`src/core/acc_pkg.sv`:
```
/*
  Shared constants and types for the converter control block: register
  indices, field positions, reset values, divider and phase counts.
  Assumes a 200 MHz APB clock and an analog SAR core outside the block.
*/
package acc_pkg;

  // Register indices; byte address is four times the index
  localparam logic [7:0] IDX_CONFIG = 8'haa;
  localparam logic [7:0] IDX_PIN_LO = 8'hab;
  localparam logic [7:0] IDX_PIN_HI = 8'hac;
  localparam logic [7:0] IDX_CONTROL = 8'had;
  localparam logic [7:0] IDX_RESULT_LO = 8'hae;
  localparam logic [7:0] IDX_RESULT_HI = 8'haf;
  localparam logic [7:0] IDX_REFERENCE = 8'hb0;

  // Control register fields
  localparam int POS_POWER_ON = 7;
  localparam int POS_TRIGGER = 6;
  localparam int POS_DONE_FLAG = 5;
  localparam int POS_CHAN_LSB = 0;
  // Config register fields
  localparam int POS_LONG_SAMPLE = 2;
  localparam int POS_DIV_LSB = 0;
  // Reference register field
  localparam int POS_REF_LSB = 0;

  // Reset values
  localparam logic [7:0] RST_CONTROL = 8'h00;
  localparam logic [2:0] RST_CONFIG = 3'h0;
  localparam logic [15:0] RST_PIN_EN = 16'h0000;
  localparam logic [1:0] RST_REFERENCE = 2'h0;

  // Channel codes of note
  localparam logic [4:0] CHAN_LAST_PIN = 5'h0f;
  localparam logic [4:0] CHAN_QUARTER_SUPPLY = 5'h1f;

  // System clock divisors minus one, per divider code 00..11
  localparam logic [3:0] DIV_LAST_00 = 4'hf;
  localparam logic [3:0] DIV_LAST_01 = 4'hb;
  localparam logic [3:0] DIV_LAST_10 = 4'h5;
  localparam logic [3:0] DIV_LAST_11 = 4'h3;

  // Converter clock counts per phase
  localparam logic [5:0] SAMPLE_SHORT = 6'd6;
  localparam logic [5:0] SAMPLE_LONG = 6'd36;
  localparam logic [5:0] CONV_CLOCKS = 6'd14;
  localparam logic [5:0] RESULT_BITS = 6'd12;
  localparam logic [11:0] SAR_FIRST_TRIAL = 12'h800;

  // Clock rates; converter clock is rated up to 1 MHz
  localparam int SYS_CLK_HZ = 200_000_000;
  localparam int CONV_CLK_MAX_HZ = 1_000_000;
  localparam int MIN_DIV_FOR_RATE = (SYS_CLK_HZ + CONV_CLK_MAX_HZ - 1)
    / CONV_CLK_MAX_HZ;

  typedef enum logic [1:0] {
    PH_IDLE,
    PH_SAMPLE,
    PH_CONVERT
  } acc_phase_t;

  typedef struct packed {
    acc_phase_t phase;
    logic [3:0] div_cnt;
    logic tick;
    logic [5:0] clk_cnt;
    logic [11:0] sar;
    logic [11:0] result;
    logic power;
    logic flag;
    logic [4:0] chan;
    logic long_sample;
    logic [1:0] clk_div;
    logic [15:0] pin_en;
    logic [1:0] ref_sel;
    logic conv_clk;
    logic sample_hold;
    logic pready;
    logic pslverr;
    logic [31:0] prdata;
  } acc_state_t;

endpackage : acc_pkg

```
`src/core/acc_top.sv`:
```
/*
  Converter control block: APB register file, converter clock divider,
  sample and successive-approximation sequencing, completion flag.
  Assumes an external comparator and DAC forming the analog SAR core;
  comparator input is synchronous to pclk.
*/
// Overview of operation
// - Converter powered only while the power-on bit 7 is one.
// - Writing one to trigger bit 6 starts converting the selected input; here only with bit 7 written one in the same write and the sequencer idle.
// - Writing zero to the trigger bit does nothing.
// - Starting a conversion clears the completion flag bit 5.
// - Finishing a conversion sets the completion flag.
// - The completion flag is also the converter interrupt request.
// - Channel codes 00000 to 01110 select inputs zero to fourteen.
// - Successive approximation path, 12-bit result, 17 input channels.
// - Sixteen channels share pins, enabled per pin by software.
// - An internal channel measures one quarter of the supply.
// - Four reference sources: supply, 1.024V, 2.4V or 2.048V.
// - Converter clock is derived from the system clock.
// - Converter clock may run up to 1 MHz; here 12.5 MHz or more at every divider code.
// - Code 01111 selects input fifteen, 11111 the quarter supply.
// - Sample 6 or 36 converter clocks, then 14 conversion clocks.
// - Converter clock is system clock divided by 16, 12, 6 or 4.
// - Reference codes 00 supply, 01 1.024V, 10 2.4V, 11 2.048V.
module acc_top (
  input wire logic pclk,
  input wire logic presetn,
  input wire logic psel,
  input wire logic penable,
  input wire logic pwrite,
  input wire logic [11:0] paddr,
  input wire logic [31:0] pwdata,
  output logic [31:0] prdata,
  output logic pready,
  output logic pslverr,
  input wire logic comparator_in,
  output logic converter_power_on,
  output logic converter_clock,
  output logic sample_hold,
  output logic [4:0] input_channel_select,
  output logic [15:0] analog_input_enable,
  output logic [1:0] reference_source_select,
  output logic [11:0] dac_code,
  output logic conversion_done_flag
);
  import acc_pkg::*;

  acc_state_t st_ff;
  acc_state_t nxt_st;
  logic [7:0] reg_idx;
  logic addr_ok;
  logic access_first;
  logic access_done;
  logic wr_done;
  logic start;
  logic [3:0] div_last;
  logic [5:0] sample_last;
  logic [31:0] rd_mux;

  // Word index from byte address; low two bits must be zero
  assign reg_idx = paddr[9:2];
  assign access_first = psel && penable && !st_ff.pready;
  assign access_done = psel && penable && st_ff.pready;
  assign wr_done = access_done && pwrite && !st_ff.pslverr;

  // Address decode of the mapped words
  always_comb
  begin
    addr_ok = 1'b0;
    if (paddr[1:0] == 2'h0 && paddr[11:10] == 2'h0)
    begin
      case (reg_idx)
        IDX_CONFIG, IDX_PIN_LO, IDX_PIN_HI, IDX_CONTROL,
        IDX_RESULT_LO, IDX_RESULT_HI, IDX_REFERENCE: addr_ok = 1'b1;
        default: addr_ok = 1'b0;
      endcase
    end
  end

  // Read data; trigger position always reads zero
  always_comb
  begin
    rd_mux = 32'h0000_0000;
    case (reg_idx)
      IDX_CONTROL:
      begin
        rd_mux[POS_POWER_ON] = st_ff.power;
        rd_mux[POS_TRIGGER] = 1'b0;
        rd_mux[POS_DONE_FLAG] = st_ff.flag;
        rd_mux[POS_CHAN_LSB +: 5] = st_ff.chan;
      end
      IDX_CONFIG:
      begin
        rd_mux[POS_LONG_SAMPLE] = st_ff.long_sample;
        rd_mux[POS_DIV_LSB +: 2] = st_ff.clk_div;
      end
      IDX_PIN_LO: rd_mux[7:0] = st_ff.pin_en[7:0];
      IDX_PIN_HI: rd_mux[7:0] = st_ff.pin_en[15:8];
      IDX_RESULT_LO: rd_mux[7:0] = st_ff.result[7:0];
      IDX_RESULT_HI: rd_mux[3:0] = st_ff.result[11:8];
      IDX_REFERENCE: rd_mux[POS_REF_LSB +: 2] = st_ff.ref_sel;
      default: rd_mux = 32'h0000_0000;
    endcase
  end

  // Divisor and sample length from the config register; even divide by 16 gives
  // 12.5 MHz from the 200 MHz clock, so no divider code keeps the 1 MHz ceiling
  always_comb
  begin
    case (st_ff.clk_div)
      2'b00: div_last = DIV_LAST_00;
      2'b01: div_last = DIV_LAST_01;
      2'b10: div_last = DIV_LAST_10;
      default: div_last = DIV_LAST_11;
    endcase
    sample_last = (st_ff.long_sample ? SAMPLE_LONG : SAMPLE_SHORT)
      - 6'd1;
  end

  // A start needs a one in the trigger bit, power and an idle sequencer;
  // a trigger while busy is dropped so a running result is never torn
  assign start = wr_done && reg_idx == IDX_CONTROL
    && pwdata[POS_TRIGGER] && pwdata[POS_POWER_ON]
    && st_ff.phase == PH_IDLE;

  // Next-state logic for the whole block
  always_comb
  begin
    nxt_st = st_ff;
    // APB: one wait state, answer registered
    if (access_first)
    begin
      nxt_st.pready = 1'b1;
      nxt_st.pslverr = !addr_ok;
      nxt_st.prdata = addr_ok && !pwrite ? rd_mux : 32'h0000_0000;
    end
    else
    begin
      nxt_st.pready = 1'b0;
      nxt_st.pslverr = 1'b0;
      nxt_st.prdata = 32'h0000_0000;
    end
    // Register writes at the completing edge; result words are read-only
    if (wr_done)
    begin
      case (reg_idx)
        IDX_CONTROL:
        begin
          nxt_st.power = pwdata[POS_POWER_ON];
          nxt_st.chan = pwdata[POS_CHAN_LSB +: 5];
          if (!pwdata[POS_DONE_FLAG])
            nxt_st.flag = 1'b0;
        end
        IDX_CONFIG:
        begin
          nxt_st.long_sample = pwdata[POS_LONG_SAMPLE];
          nxt_st.clk_div = pwdata[POS_DIV_LSB +: 2];
        end
        IDX_PIN_LO: nxt_st.pin_en[7:0] = pwdata[7:0];
        IDX_PIN_HI: nxt_st.pin_en[15:8] = pwdata[7:0];
        IDX_REFERENCE: nxt_st.ref_sel = pwdata[POS_REF_LSB +: 2];
        default: nxt_st.power = st_ff.power;
      endcase
    end
    // Converter clock divider, running only while busy
    if (st_ff.phase == PH_IDLE)
    begin
      nxt_st.div_cnt = 4'h0;
      nxt_st.tick = 1'b0;
    end
    else if (st_ff.div_cnt == div_last)
    begin
      nxt_st.div_cnt = 4'h0;
      nxt_st.tick = 1'b1;
    end
    else
    begin
      nxt_st.div_cnt = st_ff.div_cnt + 4'h1;
      nxt_st.tick = 1'b0;
    end
    // Sequencer
    case (st_ff.phase)
      PH_IDLE:
      begin
        if (start)
        begin
          nxt_st.phase = PH_SAMPLE;
          nxt_st.clk_cnt = 6'd0;
          nxt_st.flag = 1'b0;
        end
      end
      PH_SAMPLE:
      begin
        if (st_ff.tick)
        begin
          // At or past the end, so shortening the sample mid-run cannot wrap
          if (st_ff.clk_cnt >= sample_last)
          begin
            nxt_st.phase = PH_CONVERT;
            nxt_st.clk_cnt = 6'd0;
            nxt_st.sar = SAR_FIRST_TRIAL;
          end
          else
            nxt_st.clk_cnt = st_ff.clk_cnt + 6'd1;
        end
      end
      PH_CONVERT:
      begin
        if (st_ff.tick)
        begin
          // Twelve bit decisions, then two settling clocks
          if (st_ff.clk_cnt < RESULT_BITS)
          begin
            if (!comparator_in)
              nxt_st.sar[4'd11 - st_ff.clk_cnt[3:0]] = 1'b0;
            if (st_ff.clk_cnt != RESULT_BITS - 6'd1)
              nxt_st.sar[4'd10 - st_ff.clk_cnt[3:0]] = 1'b1;
          end
          nxt_st.clk_cnt = st_ff.clk_cnt + 6'd1;
          if (st_ff.clk_cnt == CONV_CLOCKS - 6'd1)
          begin
            nxt_st.phase = PH_IDLE;
            nxt_st.flag = 1'b1;
            nxt_st.result = st_ff.sar;
          end
        end
      end
      default: nxt_st.phase = PH_IDLE;
    endcase
    // High for the first half of each converter clock; follows the next
    // phase so the clock is already low in the cycle the flag rises
    nxt_st.conv_clk = nxt_st.phase != PH_IDLE
      && nxt_st.div_cnt <= (div_last >> 1);
    // Power removal aborts any conversion at once
    if (!nxt_st.power)
    begin
      nxt_st.phase = PH_IDLE;
      nxt_st.conv_clk = 1'b0;
    end
    nxt_st.sample_hold = nxt_st.phase == PH_SAMPLE;
  end

  // Single state register
  always_ff @(posedge pclk or negedge presetn)
  begin
    if (!presetn)
    begin
      st_ff <= '0;
      st_ff.phase <= PH_IDLE;
      st_ff.power <= RST_CONTROL[POS_POWER_ON];
      st_ff.flag <= RST_CONTROL[POS_DONE_FLAG];
      st_ff.chan <= RST_CONTROL[4:0];
      st_ff.long_sample <= RST_CONFIG[POS_LONG_SAMPLE];
      st_ff.clk_div <= RST_CONFIG[1:0];
      st_ff.pin_en <= RST_PIN_EN;
      st_ff.ref_sel <= RST_REFERENCE;
    end
    else
      st_ff <= nxt_st;
  end

  // Outputs straight from the state register
  assign prdata = st_ff.prdata;
  assign pready = st_ff.pready;
  assign pslverr = st_ff.pslverr;
  assign converter_power_on = st_ff.power;
  assign converter_clock = st_ff.conv_clk;
  assign sample_hold = st_ff.sample_hold;
  assign input_channel_select = st_ff.chan;
  assign analog_input_enable = st_ff.pin_en;
  assign reference_source_select = st_ff.ref_sel;
  assign dac_code = st_ff.sar;
  assign conversion_done_flag = st_ff.flag;

  // Checks on the sequencing
  a_busy_needs_power: assert property (
    @(posedge pclk) disable iff (!presetn)
    st_ff.phase != PH_IDLE |-> st_ff.power)
    else $error("sequencer busy while unpowered");

  a_trigger_starts: assert property (
    @(posedge pclk) disable iff (!presetn)
    start |=> st_ff.phase == PH_SAMPLE && st_ff.sample_hold)
    else $error("trigger did not start sampling");

  a_zero_no_start: assert property (
    @(posedge pclk) disable iff (!presetn)
    wr_done && reg_idx == IDX_CONTROL && !pwdata[POS_TRIGGER]
    && st_ff.phase == PH_IDLE |=> st_ff.phase == PH_IDLE)
    else $error("zero trigger write started a conversion");

  a_start_clears: assert property (
    @(posedge pclk) disable iff (!presetn)
    start |=> !st_ff.flag)
    else $error("start did not clear the flag");

  a_done_sets: assert property (
    @(posedge pclk) disable iff (!presetn)
    st_ff.phase == PH_CONVERT && st_ff.tick && st_ff.power
    && st_ff.clk_cnt == CONV_CLOCKS - 6'd1
    |=> st_ff.flag && st_ff.phase == PH_IDLE)
    else $error("completion did not set the flag");

  a_flag_sticky: assert property (
    @(posedge pclk) disable iff (!presetn)
    st_ff.flag && !(wr_done && reg_idx == IDX_CONTROL) |=> st_ff.flag)
    else $error("flag cleared without software");

  a_trigger_reads_zero: assert property (
    @(posedge pclk) disable iff (!presetn)
    st_ff.pready && !pwrite && reg_idx == IDX_CONTROL
    |-> !st_ff.prdata[POS_TRIGGER])
    else $error("trigger bit read as one");

  a_result_load: assert property (
    @(posedge pclk) disable iff (!presetn)
    $rose(st_ff.flag) |-> st_ff.result == $past(st_ff.sar))
    else $error("result not loaded with the flag");

  a_divider_min: assert property (
    @(posedge pclk) disable iff (!presetn)
    st_ff.tick |=> !st_ff.tick [*3])
    else $error("converter clock faster than divide by four");

  a_idle_clock_low: assert property (
    @(posedge pclk) disable iff (!presetn)
    st_ff.phase == PH_IDLE |-> !st_ff.conv_clk)
    else $error("converter clock running while idle");

  a_hold_in_sample: assert property (
    @(posedge pclk) disable iff (!presetn)
    st_ff.sample_hold == (st_ff.phase == PH_SAMPLE))
    else $error("sample hold out of step with the phase");

  a_zero_keeps_flag: assert property (
    @(posedge pclk) disable iff (!presetn)
    wr_done && reg_idx == IDX_CONTROL && !pwdata[POS_TRIGGER]
    && pwdata[POS_DONE_FLAG] && st_ff.phase == PH_IDLE
    |=> st_ff.flag == $past(st_ff.flag))
    else $error("zero trigger write changed the flag");

  a_first_trial: assert property (
    @(posedge pclk) disable iff (!presetn)
    st_ff.phase == PH_SAMPLE ##1 st_ff.phase == PH_CONVERT
    |-> st_ff.sar == SAR_FIRST_TRIAL)
    else $error("conversion did not open with the middle trial");

  a_done_clock_off: assert property (
    @(posedge pclk) disable iff (!presetn)
    $rose(st_ff.flag) |-> !st_ff.conv_clk && st_ff.phase == PH_IDLE)
    else $error("converter clock still running at completion");

endmodule : acc_top

```
`config.mk`:
```
export PLATFORM = sky130hd
export DESIGN_NAME = acc_top
export DESIGN_NICKNAME = d
export VERILOG_FILES = /design/src/core/acc_pkg.sv /design/src/core/acc_top.sv
export SDC_FILE = /design/constraint.sdc
export NUM_CORES = 1
export LEC_CHECK = 0
export BUFFER_PORTS_ARGS = -buffer_cell sky130_fd_sc_hd__buf_2
export CAP_MARGIN = 0
export CORE_ASPECT_RATIO = 0.5
export CORE_MARGIN = 2
export CORE_UTILIZATION = 55
export CTS_CLUSTER_SIZE = 24
export DETAILED_ROUTE_END_ITERATION = 16
export HOLD_SLACK_MARGIN = 0.12
export PLACE_DENSITY_LB_ADDON = 0.1
export SETUP_SLACK_MARGIN = 0.1
export SLEW_MARGIN = 10
export SYNTH_ARGS = -nofsm -noshare
export SYNTH_HDL_FRONTEND = slang
export SYNTH_SLANG_ARGS = --single-unit
```
`constraint.sdc`:
```
create_clock -name pclk -period 6 [get_ports pclk]
set_input_delay 0 -clock pclk [delete_from_list [all_inputs] [get_ports pclk]]
set_output_delay 0 -clock pclk [all_outputs]
set_load 0.02 [all_outputs]
```
==> flow_summary.rst <==
.. list-table::
   :header-rows: 1

   * - Metric
     - Value
   * - Layout fillers
     - 681
   * - Peak clock frequency supported by timing
     - 0.410 GHz
   * - Syn Inst Count
     - 455
   * - Accumulated negative setup slack
     - 0 ns
   * - Share of flip-flops with an asynchronous set or reset after synthesis
     - 100%
   * - Leakage power of the design
     - 2.51 nW
   * - Deepest clock path buffer count
     - 2
   * - Total number of vias
     - 3396
   * - Wire per inst
     - 16.6 microns
   * - Number of enable flip-flop cells after synthesis
     - 0
   * - Flop2flop setup slack
     - 3.56 ns
   * - Synth-to-Final Area Change
     - 10.8%
   * - Critical path startpoint
     - st_ff[90]$_DFFE_PN0P_
   * - Avg Vias per Cell
     - approximately 5.5
   * - Pwr per Cell Area
     - about 220 nW/um^2
   * - Top cells by count, synth
     - 77 x sky130_fd_sc_hd__dfrtp_1, 67 x sky130_fd_sc_hd__buf_4, 42 x sky130_fd_sc_hd__mux2_2, 27 x sky130_fd_sc_hd__nand2_1, 26 x sky130_fd_sc_hd__o21ai_0
   * - Slew at the pin with the worst max-slew slack
     - 0.980 ns
   * - Worst Path Max Fanout
     - 14
   * - Total congestion overflow
     - 0
   * - Share of layout cells above drive strength 1
     - 29.6%
   * - Yosys synthesis warning count
     - 0
   * - Worst reg2reg path endpoint
     - dac_code[11]$_DFFE_PN0P_
   * - Deepest level of the CTS H-tree
     - 3
   * - Initial antenna violation count
     - 0
   * - Biggest cell delay along the critical path
     - 0.51 ns
   * - CP Data Required Time
     - 6.23 ns
   * - Pin count of the biggest net entering global routing
     - 78
   * - Die width
     - 133 microns
   * - Share of the clock period used by the worst path after layout
     - 40.7%
   * - Total of flip-flops plus latches after synthesis
     - 77
   * - Status
     - completed
   * - Root Buffer
     - sky130_fd_sc_hd__clkbuf_16
   * - Vert. Die Dim
     - 68.5 microns
   * - Syn_area_per_cell
     - 10.1 sq um
   * - Final-stage net count
     - 561
   * - Worst r2r src
     - st_ff[90]$_DFFE_PN0P_
   * - Overall power of the completed layout
     - 1.14 mW
   * - Critical Path AT
     - 2.67 ns
   * - Max-capacitance violation count
     - 0
   * - Routed Antenna Nets
     - 0
   * - Core footprint
     - 8030 sq um
   * - Class of the tightest hold or removal check
     - in2reg
   * - CTS tree
     - built
   * - Slowest library cell on the worst path
     - sky130_fd_sc_hd__dfrtp_1
   * - Placed wire-length estimate after detailed placement
     - roughly 7400 microns
   * - Routed wire length
     - 10200 microns
   * - Clock transition at the register clock pins on the worst setup and hold paths after CTS
     - 0.06 ns
   * - GR Util All Layers
     - between 20% and 30%
   * - Post-layout minimum cycle time
     - 2.44 ns
   * - Weighted congestion reported at the end of routability-driven placement
     - 0.845
   * - Iter 0 DRT Violations
     - between 300 and 400
   * - Count leader, synth
     - sky130_fd_sc_hd__dfrtp_1
   * - Portion of synthesized cell area occupied by the leading cell type
     - 42.1%
   * - Crit path capture
     - dac_code[11]$_DFFE_PN0P_
   * - Critical path class
     - reg2reg
   * - Cells taking the most area after synthesis
     - sky130_fd_sc_hd__dfrtp_1 42%, sky130_fd_sc_hd__buf_4 11%, sky130_fd_sc_hd__mux2_2 10%
   * - Most frequently used flop master after synthesis
     - sky130_fd_sc_hd__dfrtp_1
   * - Post-Route Hold Slack
     - 0.172 ns
   * - Wire length of the first global-routing pass
     - ~16000 microns
   * - Vias in the first global route
     - 3098
   * - Global-route met2 utilization
     - 37.8%
   * - Num CTS Buffers
     - 9
   * - Cells resized by post-CTS repair
     - 0
   * - Number of library cell types mapped by synthesis
     - 59
   * - Die area
     - 9120 sq um
   * - Slew Limit Fails
     - 0
   * - Clock sink count
     - 77
   * - Number of antenna diodes
     - 0
   * - Most common cell type on the critical path
     - sky130_fd_sc_hd__or3_1
   * - GR Util met1
     - 33.5%
   * - Skew final
     - 0.00877 ns
   * - Count of boundary I/O pins
     - 123
   * - Reg2reg path depth
     - 6
   * - Residual DRC count
     - 0
   * - Fraction of the yosys area taken by sequential cells
     - 42.1%
   * - Type of destination of the critical path
     - flip-flop
   * - Effective utilization at floorplan
     - 57.1%
   * - Setup repair after global routing missed its margin
     - false
   * - Final setup violating endpoints
     - 0
   * - Normalized max-slew margin
     - 34.7%
   * - Most congested layer reported by global routing
     - met2
   * - Worst-skew pair later-pin latency
     - 0.34 ns
   * - Hold Vio Cnt, Final
     - 0
   * - Setup crit start kind
     - flip-flop
   * - Synthesized cell area
     - 4580 sq um
   * - Cell taking the most area after synthesis
     - sky130_fd_sc_hd__dfrtp_1
   * - Count of standard-cell rows
     - 23
   * - Met3 Track Usage GR
     - about 5.5%
   * - Critical Path, Cell by Cell
     - ha_1 > or3_1 > a211oi_1 > or3_1 > o21ai_1 > a221o_1
   * - Max VDD drop
     - 0.000135 V
   * - IO buf count
     - 74
   * - Number of detailed-route iterations in the first pass
     - 5
## per-stage QoR
step,instances,worst slack (ns),area (sq um),util (%)
after global placement,581,3.61,4620,57.5
after floorplan,478,3.95,4670,-
after detailed placement,581,3.57,4620,57.5
after global routing,612,3.38,5080,63.2
final,612,3.56,5080,63.2
after CTS,612,3.56,5080,63.2
## registers in the layout (all words and copies together) (netlist names), 2 cells and up
name                     count
analog_input_enable         16
prdata                       8
st_ff                       28
dac_code                    12
reference_source_select      2
input_channel_select         5
## per-layer routing
layer	share of wire [%]	vias up
met2	44	127
met4	1.2	0
met1	48	1639
li1	-	1616
met3	6.4	14
met5	0	-
## layout by cell type, fill, tap and decap left out, types with 4 or more instances in the layout
| master | instances |
|---|---|
| sky130_fd_sc_hd__dfrtp_1 | 77 |
| sky130_fd_sc_hd__buf_2 | 73 |
| sky130_fd_sc_hd__mux2_2 | 42 |
| sky130_fd_sc_hd__nand2_1 | 27 |
| sky130_fd_sc_hd__o21ai_0 | 26 |
| sky130_fd_sc_hd__conb_1 | 24 |
| sky130_fd_sc_hd__nor2_1 | 23 |
| sky130_fd_sc_hd__inv_1 | 22 |
| sky130_fd_sc_hd__a21oi_1 | 16 |
| sky130_fd_sc_hd__ha_1 | 16 |
| sky130_fd_sc_hd__dlygate4sd3_1 | 15 |
| sky130_fd_sc_hd__clkbuf_16 | 9 |
| sky130_fd_sc_hd__nand3_1 | 8 |
| sky130_fd_sc_hd__nand2b_1 | 7 |
| sky130_fd_sc_hd__or2_2 | 6 |
| sky130_fd_sc_hd__mux2i_1 | 6 |
| sky130_fd_sc_hd__o22ai_1 | 6 |
| sky130_fd_sc_hd__a31oi_1 | 6 |
| sky130_fd_sc_hd__nor3_1 | 5 |
| sky130_fd_sc_hd__nand4_1 | 4 |
| sky130_fd_sc_hd__a222oi_1 | 4 |
| sky130_fd_sc_hd__a32oi_1 | 4 |
| sky130_fd_sc_hd__or3_1 | 4 |
## how the worst min path moves through the flow
stage	from	to	slack, ns	cells past startpoint
after floorplan	presetn	analog_input_enable[0]$_DFFE_PN0P_	-0.30	0
after global placement	presetn	st_ff[93]$_DFFE_PN0P_	0.22	1
after detailed placement	presetn	st_ff[100]$_DFF_PN0_	0.22	1
after CTS	paddr[3]	prdata[2]$_DFF_PN0_	0.16	4
after global routing	paddr[3]	prdata[6]$_DFF_PN0_	0.21	5
final	psel	prdata[3]$_DFF_PN0_	0.17	5
## cell families (layout without fill, tap and decap cells)
family | Yosys count | count (layout) | share of synthesized area [%]
other | 1 | 24 | 0.0818
multiplexers | 48 | 48 | 11.6
adder cells (fa/ha/maj) | 16 | 16 | 4.37
AND/OR/NAND/NOR | 112 | 112 | 13.9
buffers and inverters | 106 | 128 | 14.2
XOR/XNOR | 4 | 4 | 0.765
flip-flops | 77 | 77 | 42.1
AO/OA/AOI/OAI | 91 | 91 | 13.1
## worst max-delay path, delay by kind of cell (launching register included)
kind	cells	cell delay (ns)
compound gates	3	0.79
simple gates	2	0.78
flops	1	0.51
fa+ha+maj	1	0.26
## power breakdown
group	internal, mW	switching, mW
clock	0.337	0.220
sequential	0.521	0.00149
combinational	0.0189	0.0430
total	0.876	0.265
## what timing repair did
| action | in CTS | in global routing |
|---|---|---|
| buffers inserted | 0 | 0 |
| hold endpoints to repair | 114 | 0 |
| hold buffers | 15 | 0 |
## layout make-up
type,instances,area (sq um),share of cell area (%)
Clock buffer,10,239,4.71
Clock inverter,6,68.8,1.36
Inverter,23,86.3,1.70
Multi-Input combinational cell,295,2090,41.2
Sequential cell,77,1930,38.0
Tap cell,112,140,2.76
Timing Repair Buffer,89,523,10.3
(Power assumes the default switching activity.)
